## src/i2c_regs_pkg.sv

```systemverilog
// register map, field layout and reset values of the i2c address and interrupt-enable block
package i2c_regs_pkg;
    localparam logic [5:0] OFS_ADDR_MASK = 6'h00;
    localparam logic [5:0] OFS_TARGET_ADDR = 6'h04;
    localparam logic [5:0] OFS_IRQ_ENABLE = 6'h08;
    localparam logic [5:0] OFS_OWN_ADDR0 = 6'h0C;
    localparam logic [5:0] OFS_CONTROL = 6'h1C;
    localparam logic [5:0] OFS_STATUS = 6'h20;

    localparam int ADDR_W = 10;
    localparam int IRQ_W = 15;
    localparam int OWN_CNT = 4;

    localparam logic [9:0] MASK_RESET = 10'h3FF;
    localparam logic [9:0] TARGET_RESET = 10'h000;
    localparam logic [14:0] IE_RESET = 15'h0000;
    localparam logic [9:0] SEVEN_BIT_SPAN = 10'h07F;
    localparam logic [9:0] TEN_BIT_SPAN = 10'h3FF;

    // own-address register layout
    localparam int OWN_EN_BIT = 10;

    // control register layout
    localparam int CTL_HOLD_BIT = 0;
    localparam int CTL_CONTROLLER_BIT = 1;
    localparam int CTL_TEN_OWN_BIT = 2;
    localparam int CTL_TEN_TARGET_BIT = 3;
    localparam logic [3:0] CTL_RESET = 4'h1;

    // interrupt-enable and status field positions
    localparam int RX_EN_0 = 0;
    localparam int TX_EN_0 = 1;
    localparam int START_EN = 2;
    localparam int STOP_EN = 3;
    localparam int ARB_LOST_EN = 4;
    localparam int NACK_EN = 5;
    localparam int BYTE_COUNT_EN = 6;
    localparam int CLK_LOW_EN = 7;
    localparam int RX_EN_1 = 8;
    localparam int BIT9_EN = 14;

    localparam logic [1:0] RESP_OKAY = 2'h0;
    localparam logic [1:0] RESP_SLVERR = 2'h2;
endpackage : i2c_regs_pkg

```

## src/addr_cmp_if.sv

```systemverilog
// carrier between the top and one own-address comparator
`timescale 1ns/1ps
interface addr_cmp_if;
    logic [9:0] ownAddr;
    logic [9:0] compareMask;
    logic [9:0] rxAddr;
    logic tenBit;
    logic enable;
    logic match;
    modport owner (output ownAddr, compareMask, rxAddr, tenBit, enable, input match);
    modport cmp (input ownAddr, compareMask, rxAddr, tenBit, enable, output match);
endinterface : addr_cmp_if

```

## src/addr_match.sv

```systemverilog
// masked compare of a received bus address against one own address
`timescale 1ns/1ps
module addr_match
    import i2c_regs_pkg::*;
(
    // comparator side
    addr_cmp_if.cmp port
);
    wire [9:0] span;
    wire [9:0] diff;

    // cleared mask bits and bits above the address width are don't-care
    assign span = port.tenBit ? TEN_BIT_SPAN : SEVEN_BIT_SPAN;
    assign diff = (port.ownAddr ^ port.rxAddr) & port.compareMask & span;
    assign port.match = port.enable && (diff == 10'h000);
endmodule : addr_match

```

## src/i2c_addr_mask_target_irq_enable.sv

```systemverilog
// register block: own-address mask, target address, interrupt enables, over axi4-lite
//
// Behaviour
// a cleared mask bit makes that address bit a don't-care in the own-address compare.
// the mask resets to all ones, which gives an exact compare.
// software changes the mask only while the soft reset hold bit is one.
// the target address is used only in controller operation and ignored as target.
// the target address is right justified, bit 6 is the top bit in seven-bit mode and bits 9-7 are ignored.
// in ten-bit mode bit 9 of the target address is the top bit sent on the bus.
// enable bit 14 gates the ninth-bit interrupt and resets to zero.
// transmit and receive enables per own address sit at bits 1/0 and 8 to 13, each resetting to zero.
// enable bit 7 gates the clock-low timeout interrupt and resets to zero.
// enable bit 6 gates the byte counter interrupt and resets to zero.
// enable bit 5 gates not-acknowledge and bit 4 gates arbitration lost.
// enable bit 3 gates the stop-condition interrupt and resets to zero.
// enable bit 2 gates the start-condition interrupt and resets to zero.
// each own-address field is right justified, top bit 6 in seven-bit mode and 9 in ten-bit mode.
// transmit flag 0 sets on an empty transmit buffer as controller, or as target once own address 0 matched.
// a source requests an interrupt only while its pending flag and its enable are both one.
// reserved bits of mask, target-address and enable registers read zero and ignore writes.
`timescale 1ns/1ps
module i2c_addr_mask_target_irq_enable
    import i2c_regs_pkg::*;
(
    // clock and reset
    input wire logic clk,
    input wire logic reset,
    // axi4-lite write channels
    input wire logic [5:0] s_axi_awaddr,
    input wire logic s_axi_awvalid,
    output logic s_axi_awready,
    input wire logic [31:0] s_axi_wdata,
    input wire logic [3:0] s_axi_wstrb,
    input wire logic s_axi_wvalid,
    output logic s_axi_wready,
    output logic [1:0] s_axi_bresp,
    output logic s_axi_bvalid,
    input wire logic s_axi_bready,
    // axi4-lite read channels
    input wire logic [5:0] s_axi_araddr,
    input wire logic s_axi_arvalid,
    output logic s_axi_arready,
    output logic [31:0] s_axi_rdata,
    output logic [1:0] s_axi_rresp,
    output logic s_axi_rvalid,
    input wire logic s_axi_rready,
    // protocol engine events, one-cycle pulses in the status layout
    input wire logic [14:0] eventIn,
    input wire logic txBufEmpty,
    input wire logic [9:0] rxAddr,
    input wire logic rxAddrValid,
    input wire logic frameStop,
    // toward the protocol engine
    output logic [9:0] busTargetAddr,
    output logic [3:0] ownAddrHit,
    output logic [14:0] irqReq,
    output logic irq
);
    logic [9:0] addrMask;
    logic [9:0] targetAddr;
    logic [14:0] irqEnable;
    logic [10:0] ownAddr [OWN_CNT];
    logic [3:0] control;
    logic [14:0] status;
    logic [3:0] seenOwn;
    logic [5:0] wrAddr;
    logic [31:0] wrData;
    logic [3:0] wrStrb;
    logic haveAw;
    logic haveW;
    logic [31:0] next_rdata;
    logic [1:0] next_rresp;

    wire softResetHold = control[CTL_HOLD_BIT];
    wire controllerMode = control[CTL_CONTROLLER_BIT];
    wire tenBitOwn = control[CTL_TEN_OWN_BIT];
    wire tenBitTarget = control[CTL_TEN_TARGET_BIT];

    // write channel: address and data may arrive in either order
    assign s_axi_awready = !haveAw && !s_axi_bvalid;
    assign s_axi_wready = !haveW && !s_axi_bvalid;
    wire doWrite = haveAw && haveW && !s_axi_bvalid;
    wire [15:0] laneMask = {{8{wrStrb[1]}}, {8{wrStrb[0]}}};
    wire wrMask = doWrite && (wrAddr == OFS_ADDR_MASK);
    wire wrTarget = doWrite && (wrAddr == OFS_TARGET_ADDR);
    wire wrIe = doWrite && (wrAddr == OFS_IRQ_ENABLE);
    wire wrCtl = doWrite && (wrAddr == OFS_CONTROL);
    wire wrOwnRange = doWrite && (wrAddr >= OFS_OWN_ADDR0) && (wrAddr < OFS_CONTROL);
    wire [1:0] wrOwnIdx = 2'((wrAddr - OFS_OWN_ADDR0) >> 2);
    wire wrMapped = wrMask || wrTarget || wrIe || wrCtl || wrOwnRange || (doWrite && wrAddr == OFS_STATUS);

    // merge written bytes with the old value; reserved bits are cut off by the field width
    function automatic logic [15:0] merge(input logic [15:0] old, input logic [31:0] data, input logic [15:0] lanes);
        merge = (old & ~lanes) | (data[15:0] & lanes);
    endfunction : merge

    wire [15:0] next_mask = merge({6'h00, addrMask}, wrData, laneMask);
    wire [15:0] next_target = merge({6'h00, targetAddr}, wrData, laneMask);
    wire [15:0] next_ie = merge({1'b0, irqEnable}, wrData, laneMask);
    wire [15:0] next_ctl = merge({12'h000, control}, wrData, laneMask);
    wire [15:0] next_own = merge({5'h00, ownAddr[wrOwnIdx]}, wrData, laneMask);

    // capture write address and data until both are present
    always_ff @(posedge clk) begin
        if (reset) begin
            haveAw <= 1'b0;
            haveW <= 1'b0;
            wrAddr <= 6'h00;
            wrData <= 32'h0000_0000;
            wrStrb <= 4'h0;
        end else begin
            if (s_axi_awvalid && s_axi_awready) begin
                haveAw <= 1'b1;
                wrAddr <= {s_axi_awaddr[5:2], 2'h0};
            end else if (doWrite) begin
                haveAw <= 1'b0;
            end
            if (s_axi_wvalid && s_axi_wready) begin
                haveW <= 1'b1;
                wrData <= s_axi_wdata;
                wrStrb <= s_axi_wstrb;
            end else if (doWrite) begin
                haveW <= 1'b0;
            end
        end
    end

    // write response one cycle after both halves are held
    always_ff @(posedge clk) begin
        if (reset) begin
            s_axi_bvalid <= 1'b0;
            s_axi_bresp <= RESP_OKAY;
        end else if (doWrite) begin
            s_axi_bvalid <= 1'b1;
            s_axi_bresp <= wrMapped ? RESP_OKAY : RESP_SLVERR;
        end else if (s_axi_bready) begin
            s_axi_bvalid <= 1'b0;
        end
    end

    // configuration registers; mask and own addresses only move while held in soft reset
    always_ff @(posedge clk) begin
        if (reset) begin
            addrMask <= MASK_RESET;
            targetAddr <= TARGET_RESET;
            irqEnable <= IE_RESET;
            control <= CTL_RESET;
            for (int i = 0; i < OWN_CNT; i++) begin
                ownAddr[i] <= 11'h000;
            end
        end else begin
            if (wrMask && softResetHold) begin
                addrMask <= next_mask[9:0];
            end
            if (wrTarget) begin
                targetAddr <= next_target[9:0];
            end
            if (wrIe) begin
                irqEnable <= next_ie[14:0];
            end
            if (wrCtl) begin
                control <= next_ctl[3:0];
            end
            if (wrOwnRange && softResetHold) begin
                ownAddr[wrOwnIdx] <= next_own[10:0];
            end
        end
    end

    // own-address comparators, one per own address
    wire [3:0] hitNow;
    generate
        for (genvar g = 0; g < OWN_CNT; g++) begin : gen_cmp
            addr_cmp_if link();
            assign link.ownAddr = ownAddr[g][9:0];
            assign link.compareMask = addrMask;
            assign link.rxAddr = rxAddr;
            assign link.tenBit = tenBitOwn;
            assign link.enable = (g == 0) || ownAddr[g][OWN_EN_BIT];
            assign hitNow[g] = link.match && rxAddrValid;
            addr_match u_cmp (
                .port(link.cmp)
            );
        end
    endgenerate

    // remember which own address was called in this frame; a stop or soft reset forgets it
    always_ff @(posedge clk) begin
        if (reset || frameStop || softResetHold) begin
            seenOwn <= 4'h0;
        end else begin
            seenOwn <= seenOwn | hitNow;
        end
    end

    // transmit requests: index 0 also serves controller operation
    wire [3:0] txCall;
    assign txCall[0] = txBufEmpty && (controllerMode || seenOwn[0]);
    assign txCall[3:1] = {3{txBufEmpty && !controllerMode}} & seenOwn[3:1];
    wire [14:0] txSet = {1'b0, txCall[3], 1'b0, txCall[2], 1'b0, txCall[1], 7'h00, txCall[0], 1'b0};
    wire [14:0] setBits = eventIn | txSet;

    // read decode
    wire rdTake = s_axi_arvalid && s_axi_arready;
    wire [5:0] rdAddr = {s_axi_araddr[5:2], 2'h0};
    wire rdOwnRange = (rdAddr >= OFS_OWN_ADDR0) && (rdAddr < OFS_CONTROL);
    wire [1:0] rdOwnIdx = 2'((rdAddr - OFS_OWN_ADDR0) >> 2);
    wire rdStatus = rdTake && (rdAddr == OFS_STATUS);
    assign s_axi_arready = !s_axi_rvalid;

    // sticky status: a new event in the reading cycle survives the clear
    always_ff @(posedge clk) begin
        if (reset) begin
            status <= 15'h0000;
        end else begin
            status <= (rdStatus ? 15'h0000 : status) | setBits;
        end
    end

    // read data mux; unused upper bits read zero
    always_comb begin
        next_rdata = 32'h0000_0000;
        next_rresp = RESP_OKAY;
        if (rdAddr == OFS_ADDR_MASK) begin
            next_rdata[9:0] = addrMask;
        end else if (rdAddr == OFS_TARGET_ADDR) begin
            next_rdata[9:0] = targetAddr;
        end else if (rdAddr == OFS_IRQ_ENABLE) begin
            next_rdata[14:0] = irqEnable;
        end else if (rdOwnRange) begin
            next_rdata[10:0] = ownAddr[rdOwnIdx];
        end else if (rdAddr == OFS_CONTROL) begin
            next_rdata[3:0] = control;
        end else if (rdAddr == OFS_STATUS) begin
            next_rdata[14:0] = status;
        end else begin
            next_rresp = RESP_SLVERR;
        end
    end

    // read answer one cycle after the address is taken
    always_ff @(posedge clk) begin
        if (reset) begin
            s_axi_rvalid <= 1'b0;
            s_axi_rdata <= 32'h0000_0000;
            s_axi_rresp <= RESP_OKAY;
        end else if (rdTake) begin
            s_axi_rvalid <= 1'b1;
            s_axi_rdata <= next_rdata;
            s_axi_rresp <= next_rresp;
        end else if (s_axi_rready) begin
            s_axi_rvalid <= 1'b0;
        end
    end

    // target address reaches the bus only as controller, trimmed to seven bits unless ten-bit
    always_ff @(posedge clk) begin
        if (reset || !controllerMode) begin
            busTargetAddr <= 10'h000;
        end else if (tenBitTarget) begin
            busTargetAddr <= targetAddr;
        end else begin
            busTargetAddr <= targetAddr & SEVEN_BIT_SPAN;
        end
    end

    // per-source requests: bit 14 ninth bit, 13..8 and 1..0 own-address tx/rx, 7..2 bus events
    assign irqReq = status & irqEnable;
    assign irq = |irqReq;
    assign ownAddrHit = seenOwn;

    property p_mask_reset;
        @(posedge clk) $fell(reset) |-> addrMask == 10'h3FF;
    endproperty
    a_mask_reset: assert property (p_mask_reset) else $error("mask not all ones after reset");

    // full mask must behave as a plain compare over the active address width
    property p_exact_compare;
        @(posedge clk) disable iff (reset)
        (addrMask == 10'h3FF && rxAddrValid) |->
            hitNow[0] == (tenBitOwn ? (ownAddr[0][9:0] == rxAddr) : (ownAddr[0][6:0] == rxAddr[6:0]));
    endproperty
    a_exact_compare: assert property (p_exact_compare) else $error("full mask did not compare exactly");

    property p_mask_hold;
        @(posedge clk) disable iff (reset) !softResetHold |=> $stable(addrMask);
    endproperty
    a_mask_hold: assert property (p_mask_hold) else $error("mask moved outside soft reset hold");

    property p_target_ignored;
        @(posedge clk) disable iff (reset) !controllerMode |=> busTargetAddr == 10'h000;
    endproperty
    a_target_ignored: assert property (p_target_ignored) else $error("target address used as target");

    property p_seven_bit;
        @(posedge clk) disable iff (reset)
        (controllerMode && !tenBitTarget) |=> busTargetAddr == {3'h0, $past(targetAddr[6:0])};
    endproperty
    a_seven_bit: assert property (p_seven_bit) else $error("seven-bit target not right justified");

    property p_ten_bit;
        @(posedge clk) disable iff (reset) (controllerMode && tenBitTarget) |=> busTargetAddr == $past(targetAddr);
    endproperty
    a_ten_bit: assert property (p_ten_bit) else $error("ten-bit target address altered");

    property p_ninth_irq;
        @(posedge clk) disable iff (reset) (eventIn[14] && irqEnable[14] && !wrIe) |=> irq ##0 irqReq[14];
    endproperty
    a_ninth_irq: assert property (p_ninth_irq) else $error("enabled ninth-bit event gave no request");

    property p_gate;
        @(posedge clk) disable iff (reset) (status[4] && !irqEnable[4]) |-> !irqReq[4];
    endproperty
    a_gate: assert property (p_gate) else $error("disabled source requested");

    property p_tx0;
        @(posedge clk) disable iff (reset) (txBufEmpty && controllerMode) |=> status[TX_EN_0];
    endproperty
    a_tx0: assert property (p_tx0) else $error("transmit flag 0 not set as controller");

    property p_reserved;
        @(posedge clk) disable iff (reset)
        (rdTake && rdAddr == OFS_IRQ_ENABLE) |=> s_axi_rdata[31:15] == 17'h00000;
    endproperty
    a_reserved: assert property (p_reserved) else $error("reserved enable bits read nonzero");
endmodule : i2c_addr_mask_target_irq_enable

```

## config.mk

```make
export PLATFORM = sky130hd
export DESIGN_NAME = i2c_addr_mask_target_irq_enable
export DESIGN_NICKNAME = d
export VERILOG_FILES = /design/src/i2c_regs_pkg.sv /design/src/addr_cmp_if.sv /design/src/addr_match.sv /design/src/i2c_addr_mask_target_irq_enable.sv
export SDC_FILE = /design/constraint.sdc
export NUM_CORES = 1
export LEC_CHECK = 0
export BUFFER_PORTS_ARGS = -buffer_cell sky130_fd_sc_hd__buf_2
export CORE_MARGIN = 8
export CORE_UTILIZATION = 40
export CTS_CLUSTER_SIZE = 14
export DETAILED_ROUTE_END_ITERATION = 10
export PLACE_DENSITY = 0.68
export SETUP_SLACK_MARGIN = 0.4
export SKIP_LAST_GASP = 1
export SYNTH_ARGS = -nofsm -noshare
export SYNTH_HDL_FRONTEND = slang
export SYNTH_SLANG_ARGS = --single-unit
```

## constraint.sdc

```tcl
create_clock -name clk -period 3.1 [get_ports clk]
set_clock_uncertainty 0.15 [all_clocks]
set_input_delay 0.62 -clock clk [delete_from_list [all_inputs] [get_ports clk]]
set_output_delay 0.62 -clock clk [all_outputs]
set_load 0.02 [all_outputs]
```

==> impl_results.md, run 1 <==
* Max clock buf depth at 2
* Cell family with most CP delay: simple AND/OR/NAND/NOR gates
* Reg power frac at 0.450
* Worst setup EP type: primary output
* Area growth syn-to-layout at 17.90%
* Drt total wl at 22910 um
* Total GRT Usage at 0.1914
* Clock power frac at 0.438
* Yosys reg bits at 154
* First-pass DRT Iterations at 5
* Crit Path Max Fanout at 3
* Worst min path class: primary input to flop
* Area contributors post-synth: dfxtp_1 (28%), edfxtp_1 (17%), nor2_1 (6.4%), mux4_2 (6.4%), a21oi_1 (5.1%)
* Worst path max stage delay at 0.56 ns
* Pwr dens at 540.7 nW/um^2
* CTS tree: built
* Drt first-iter violations at 512
* Lkg Pwr at 3.740 nW
* Number of port buffers at 111
* Worst VDD drop at 0.0002179 V
* Psw at 1.267 mW
* Fillers at 1815
* Arrival @ worst endpoint at 1.93 ns
* Post-Syn Area at 7739 sq um
* Ys flop type: dfxtp_1
* Critical-path top delay cell: or4_4
* First-pass GRT wire length at 35330 um
* Total CTS buffers at 17
* Worst-Margin Slew at 0.7067 ns
* Pin count of the biggest net entering global routing at 49
* Rel. slew slack at 0.5286
* Seq/Total Area, Yosys at 0.4553
* Worst-skew pair later-pin latency at 0.43 ns
* Number of diodes at 0
* Clock sink count at 154
* GP Congestion at 0.9083
* RSZ-0062 raised after global routing: true
* Comb power frac at 0.113
* FP Rows at 51
* Run status: completed
* Cells after Synth at 820
* Pint at 3.667 mW
* Top-area cell type share of the netlist area at 0.2846
* Worst Path Buf+Inv at 1
* Routed len/inst at 19.17 um
* EDFF count, synth at 44
* Clock-pin slew of the registers on the worst-case setup and hold paths at 0.06 ns
* CTS H-tree depth at 4
* Crit start category: flop
* Final hold violation count at 0
* Ys async rst share at 0
* Die Width at 155.1 um
* Vias post-DR at 6397
* # IOs at 154
* Share of layout cells above drive strength 1 at 0.2086
* Die area at 24050 sq um
* Final setup viols at 0
* HPWL Detailed at 17290 um
* Req. time, crit path at 2.33 ns
* Clock root buffer: clkbuf_16
* Kind of critical path: flop to primary output
* Post-route ant nets at 0
* Yosys cell types at 52
* CP Cell Sequence: and2_1, or4_4, nor4_4, nand4_1, buf_4
* Sum Neg Setup Slack at 0 ns
* CTS Hold Bufs at 0
* Starting Density at 0.4029
* Initial antenna violation count at 3
* Placeable Area at 19210 sq um
* Vias/cell at 5.353
* Nets@finish at 1008
* Yosys warns at 0
* Mean post-synth cell area at 9.437 sq um
* Total grt overflow at 0
* Vias in the first global route at 6299
* Slew Limit Fails at 0
* Drt drc at 0
* Final hold slack at 0.2445 ns
* Max-Cap Viols at 0
* Sw Share at 0.2567
* Fmax at 370.6 MHz
* Die Span Y at 155.1 um
* Tcrit/Tclk final at 0.8705
* Post-layout min period at 2.699 ns
* Area leader, netlist: dfxtp_1
-- cells in the final DEF (no fill, tap or decap), drive strengths merged, types with 2 or more instances in the layout --
cell        n
xor2       41
nand2b     13
bufinv      3
o21a        3
clkinv      5
a31oi       2
nor2b      13
and3        3
nor3        5
and2       25
a222oi      4
clkbuf     19
nand3b      7
o21ai      23
conb       19
clkinvlp    2
o31ai       5
o2bb2ai     5
nand3      20
edfxtp     44
ha          8
a22oi      15
nand4       8
a21oi      79
or3         6
inv        25
or2         2
nor2      132
nor4        4
a211o      10
o21bai      2
buf       127
mux4       22
a221oi      4
dfxtp     110
a2111oi     8
mux2i      34
nand2      62
-- through the flow --
step                      area [sq um]  instances  power [mW]  setup slack (ns)  utilization
after detailed placement          8466       1163       2.807            0.2413       0.4408
final                             9124       1195       4.933            0.4014       0.4750
after floorplan                   7810        838       2.620            0.4117            -
after global routing              9124       1195       5.096            0.3345       0.4750
after global placement            8466       1163       2.798            0.3188       0.4408
after CTS                         9111       1195       4.956            0.3795       0.4744
-- synthesized netlist by cell type, types with 5 or more instances --
cell / number
buf_2: 7
nand3_1: 19
a21oi_1: 79
a2111oi_0: 8
nand2_1: 62
nor3_1: 5
dfxtp_1: 110
mux2i_1: 34
edfxtp_1: 44
a22oi_1: 15
buf_4: 21
mux4_2: 22
and2_1: 25
nand3b_1: 7
nor2_1: 132
o31ai_1: 5
nor2b_1: 13
xor2_1: 41
a211o_1: 10
nand2b_1: 13
ha_1: 8
inv_1: 22
nand4_1: 8
o2bb2ai_1: 5
o21ai_0: 23
clkbuf_1: 35
-- cell type report --
| cell class | count | area (sq um) | area share |
|---|---|---|---|
| Multi-Input combinational cell | 595 | 3886 | 0.4259 |
| Sequential cell | 154 | 3525 | 0.3863 |
| Timing Repair Buffer | 127 | 680.7 | 0.07460 |
| Clock buffer | 19 | 452.9 | 0.04964 |
| Tap cell | 265 | 331.6 | 0.03634 |
| Clock inverter | 13 | 165.2 | 0.01810 |
| Inverter | 22 | 82.58 | 0.009051 |
-- power by group through the flow --
stage               Clock [mW]  Sequential [mW]  Combinational [mW]
CTS                       2.19             2.22               0.551
finish                    2.16             2.22               0.556
global route              2.27             2.22               0.606
global placement             0             2.26               0.541
detailed placement           0             2.26               0.547
floorplan                    0             2.24               0.383
-- tightest hold or removal path, cell delays in order --
cell,delay [ns]
buf_2,0.08
a21oi_1,0.03
nor2_1,0.06
-- layer usage --
layer / track usage / vias to the layer above / part of all wire
li1: - / 3054 / -
met1: 0.2291 / 3024 / 0.41
met2: 0.3089 / 261 / 0.47
met3: 0.06436 / 52 / 0.088
met4: 0.08259 / 6 / 0.028
met5: 0 / - / 0.0019
-- kinds of logic after synthesis --
kind of cell / count (synthesis) / share of synthesized area
mux: 56 / 0.1080
flops: 154 / 0.4553
xor+xnor: 42 / 0.04753
other cells: 1 / 0.0004846
fa+ha+maj: 8 / 0.01294
simple gates: 304 / 0.1845
compound gates: 166 / 0.1348
buf+inv: 89 / 0.05643
-- repair_timing --
item / CTS / global route
pin swaps: 1 / 1
hold endpoints to repair: 0 / 0
gates resized for setup: 7 / 3
buffers inserted: 0 / 0
setup endpoints to repair: 23 / 24
-- final timing paths --
| check | start | endpoint | slack [ns] | cells past startpoint |
|---|---|---|---|---|
| worst max register to register | haveW | ownAddr[0][10] | 0.60 | 6 |
| worst max-delay path | flop | irq | 0.40 | 5 |
| worst min register to register | wrData[13] | wrData[13] | 0.30 | 2 |
| worst min-delay path | eventIn[12] | status[12] | 0.24 | 3 |
Note: power is estimated with default switching activity, not from simulation.
==> run 2, diff against run 1 <==
Settings changed: CORE_MARGIN 8 to 1, CTS_BUF_LIST set to sky130_fd_sc_hd__clkbuf_4.
==> impl_results.md, run 2 (synthesis gave the netlist of run 1 again) <==
* Worst-Margin Slew at 0.7804 ns (+0.07374 ns)
* Nets@finish at 1015 (+0.69%)
* Placeable Area at 18830 sq um (-2.0%)
* Die area at 19910 sq um (-17%)
* Worst VDD drop at 0.0002335 V (+7.2%)
* Arrival @ worst endpoint at 2.01 ns (+0.08 ns)
* Initial antenna violation count at 2 (-1)
* Hold EP: status[14]
* Pwr dens at 493.2 nW/um^2 (-8.8%)
* Max-Cap Viols at 0 (unchanged)
* Die Span Y at 141.1 um (-9.0%)
* First-pass DRT Iterations at 5 (unchanged)
* Non-filler cells, final at 1198 (+0.25%)
* Crit Path Max Fanout at 3 (unchanged)
* Req. time, crit path at 2.33 ns (about the same)
* Hold Path Origin: eventIn[14]
* Setup WS post-layout at 0.3192 ns (-0.08220 ns)
* Internal reg-to-reg setup slack at 0.58 ns (-0.02 ns)
* Routed len/inst at 18.32 um (-4.5%)
* Total grt overflow at 0 (unchanged)
* Rel. slew slack at 0.4797 (-0.04884)
* Drt first-iter violations at 551 (+7.6%)
* Pre-CTS WS at 0.3435 ns (+0.1022 ns)
* RSZ-0062 raised after global routing: true
* Kind of critical path: flop to primary output
* Fmax at 359.6 MHz (-3.0%)
* CP Cell Sequence: and2_1, or4_4, nor4_2, nand4_1, buf_4
* Final hold slack at 0.08327 ns (-0.1612 ns)
* Max clock buf depth at 2 (unchanged)
* Fillers at 1801 (-0.77%)
* Area growth syn-to-layout at 15.57%
* Drt total wl at 21950 um (-4.2%)
* Vias in the first global route at 6069 (-3.7%)
* Placed Cells at 1159 (-0.34%)
* Crit start category: flop
* CTS tree: built
* Vias post-DR at 6433 (+0.56%)
* Clock-pin slew of the registers on the worst-case setup and hold paths at 0.14 ns (+0.08 ns)
* Worst setup EP type: primary output
* Worst min path class: primary input to flop
* Clock sink count at 154 (unchanged)
* Critical R2R Launch: haveW
* Total GRT Usage at 0.2282 (+0.03675)
* Commonest non-fill, non-tap cell in the layout: nor2_1
* Fin area at 8944 sq um (-2.0%)
* Worst-skew pair later-pin latency at 0.59 ns (+0.16 ns)
* Final setup viols at 0 (unchanged)
* Drt drc at 0 (unchanged)
* Pin count of the biggest net entering global routing at 78 (+59%)
* HPWL Detailed at 16380 um (-5.3%)
* Total CTS buffers at 17 (unchanged)
* FP Rows at 50 (-2.0%)
* Final hold violation count at 0 (unchanged)
* Post-route ant nets at 0 (unchanged)
* Run status: completed
* Worst path max stage delay at 0.49 ns (-0.07 ns)
* Post-DP Area at 8467 sq um (about the same)
* # IOs at 154 (unchanged)
* Hold path depth at 3 (unchanged)
* Critical-path top delay cell: or4_4
* Starting Density at 0.4110 (+0.008058)
* Die Width at 141.1 um (-9.0%)
* Slew Limit Fails at 0 (unchanged)
* First-pass GRT wire length at 34040 um (-3.7%)
* Lkg Pwr at 3.669 nW (-1.9%)
* Post-layout min period at 2.781 ns (+0.08220 ns)
* Worst Path Buf+Inv at 1 (unchanged)
* R2r worst-path depth at 6 (unchanged)
* Clock root buffer: clkbuf_4
* Tcrit/Tclk final at 0.8970 (+0.02652)
* Vias/cell at 5.370 (+0.31%)
* Cell family with most CP delay: simple AND/OR/NAND/NOR gates
* Share of layout cells above drive strength 1 at 0.2220 (+0.01338)
* Number of port buffers at 111 (unchanged)
* Sum Neg Setup Slack at 0 ns (unchanged)
* GP Congestion at 0.9117 (+0.37%)
* CTS H-tree depth at 4 (unchanged)
* Worst R2R End: ownAddr[1][9]
* Commonest non-fill, non-tap cells in the layout: nor2_1 (132), buf_2 (109), dfxtp_1 (102)
-- run 2: layout make-up --
class	instances	area, sq um	area share
multi-input combinational	595	3870	0.4327
sequential	154	3533	0.3951
timing repair buffer	134	733.2	0.08198
tap	260	325.3	0.03637
clock inverter	15	269.0	0.03008
clock buffer	17	127.6	0.01427
inverter	22	82.58	0.009233
antenna	1	2.502	0.0002798
-- run 2: layer usage --
layer / global-route usage / routed length (um)
met4: 0.08467 / 522
met1: 0.2901 / 9510
met5: 0 / 17
met3: 0.06216 / 1718
met2: 0.3700 / 10180
-- run 2: how the worst max path moves through the flow --
stage / endpoint / cells past startpoint
floorplan: ownAddr[2][10] / 8
global placement: ownAddr[1][7] / 6
detailed placement: ownAddr[1][9] / 6
CTS: irq / 5
global route: irq / 5
finish: irq / 5
-- run 2: timing repair --
action / 4_1_cts / 5_1_grt
setup endpoints to repair: 23 / 1
pin swaps: 3 / 4
hold buffers: 0 / 0
buffers inserted: 5 / 1
resized for setup: 13 / 2
-- run 2: metrics by stage --
stage,power [mW],util
3_5_place_dp,2.809,0.4496
5_1_grt,4.586,0.4750
4_1_cts,4.425,0.4742
6_report,4.411,0.4750
2_1_floorplan,2.620,-
3_3_place_gp,2.800,0.4496
-- run 2: worst register-to-register path, stage by stage (launching register included) --
cell and delay [ns]:
dfxtp_1 0.39, nor4bb_1 0.30, buf_4 0.20, nand3_4 0.09
or2_4 0.33, or3_4 0.44, nand2b_2 0.30
-- run 2: power breakdown --
group | switching (mW) | leakage, nW | total [mW] | internal (mW)
sequential | 0.0809 | 1.35 | 2.22 | 2.14
combinational | 0.341 | 2.11 | 0.560 | 0.219
clock | 0.747 | 0.205 | 1.63 | 0.888
total | 1.17 | 3.67 | 4.41 | 3.24
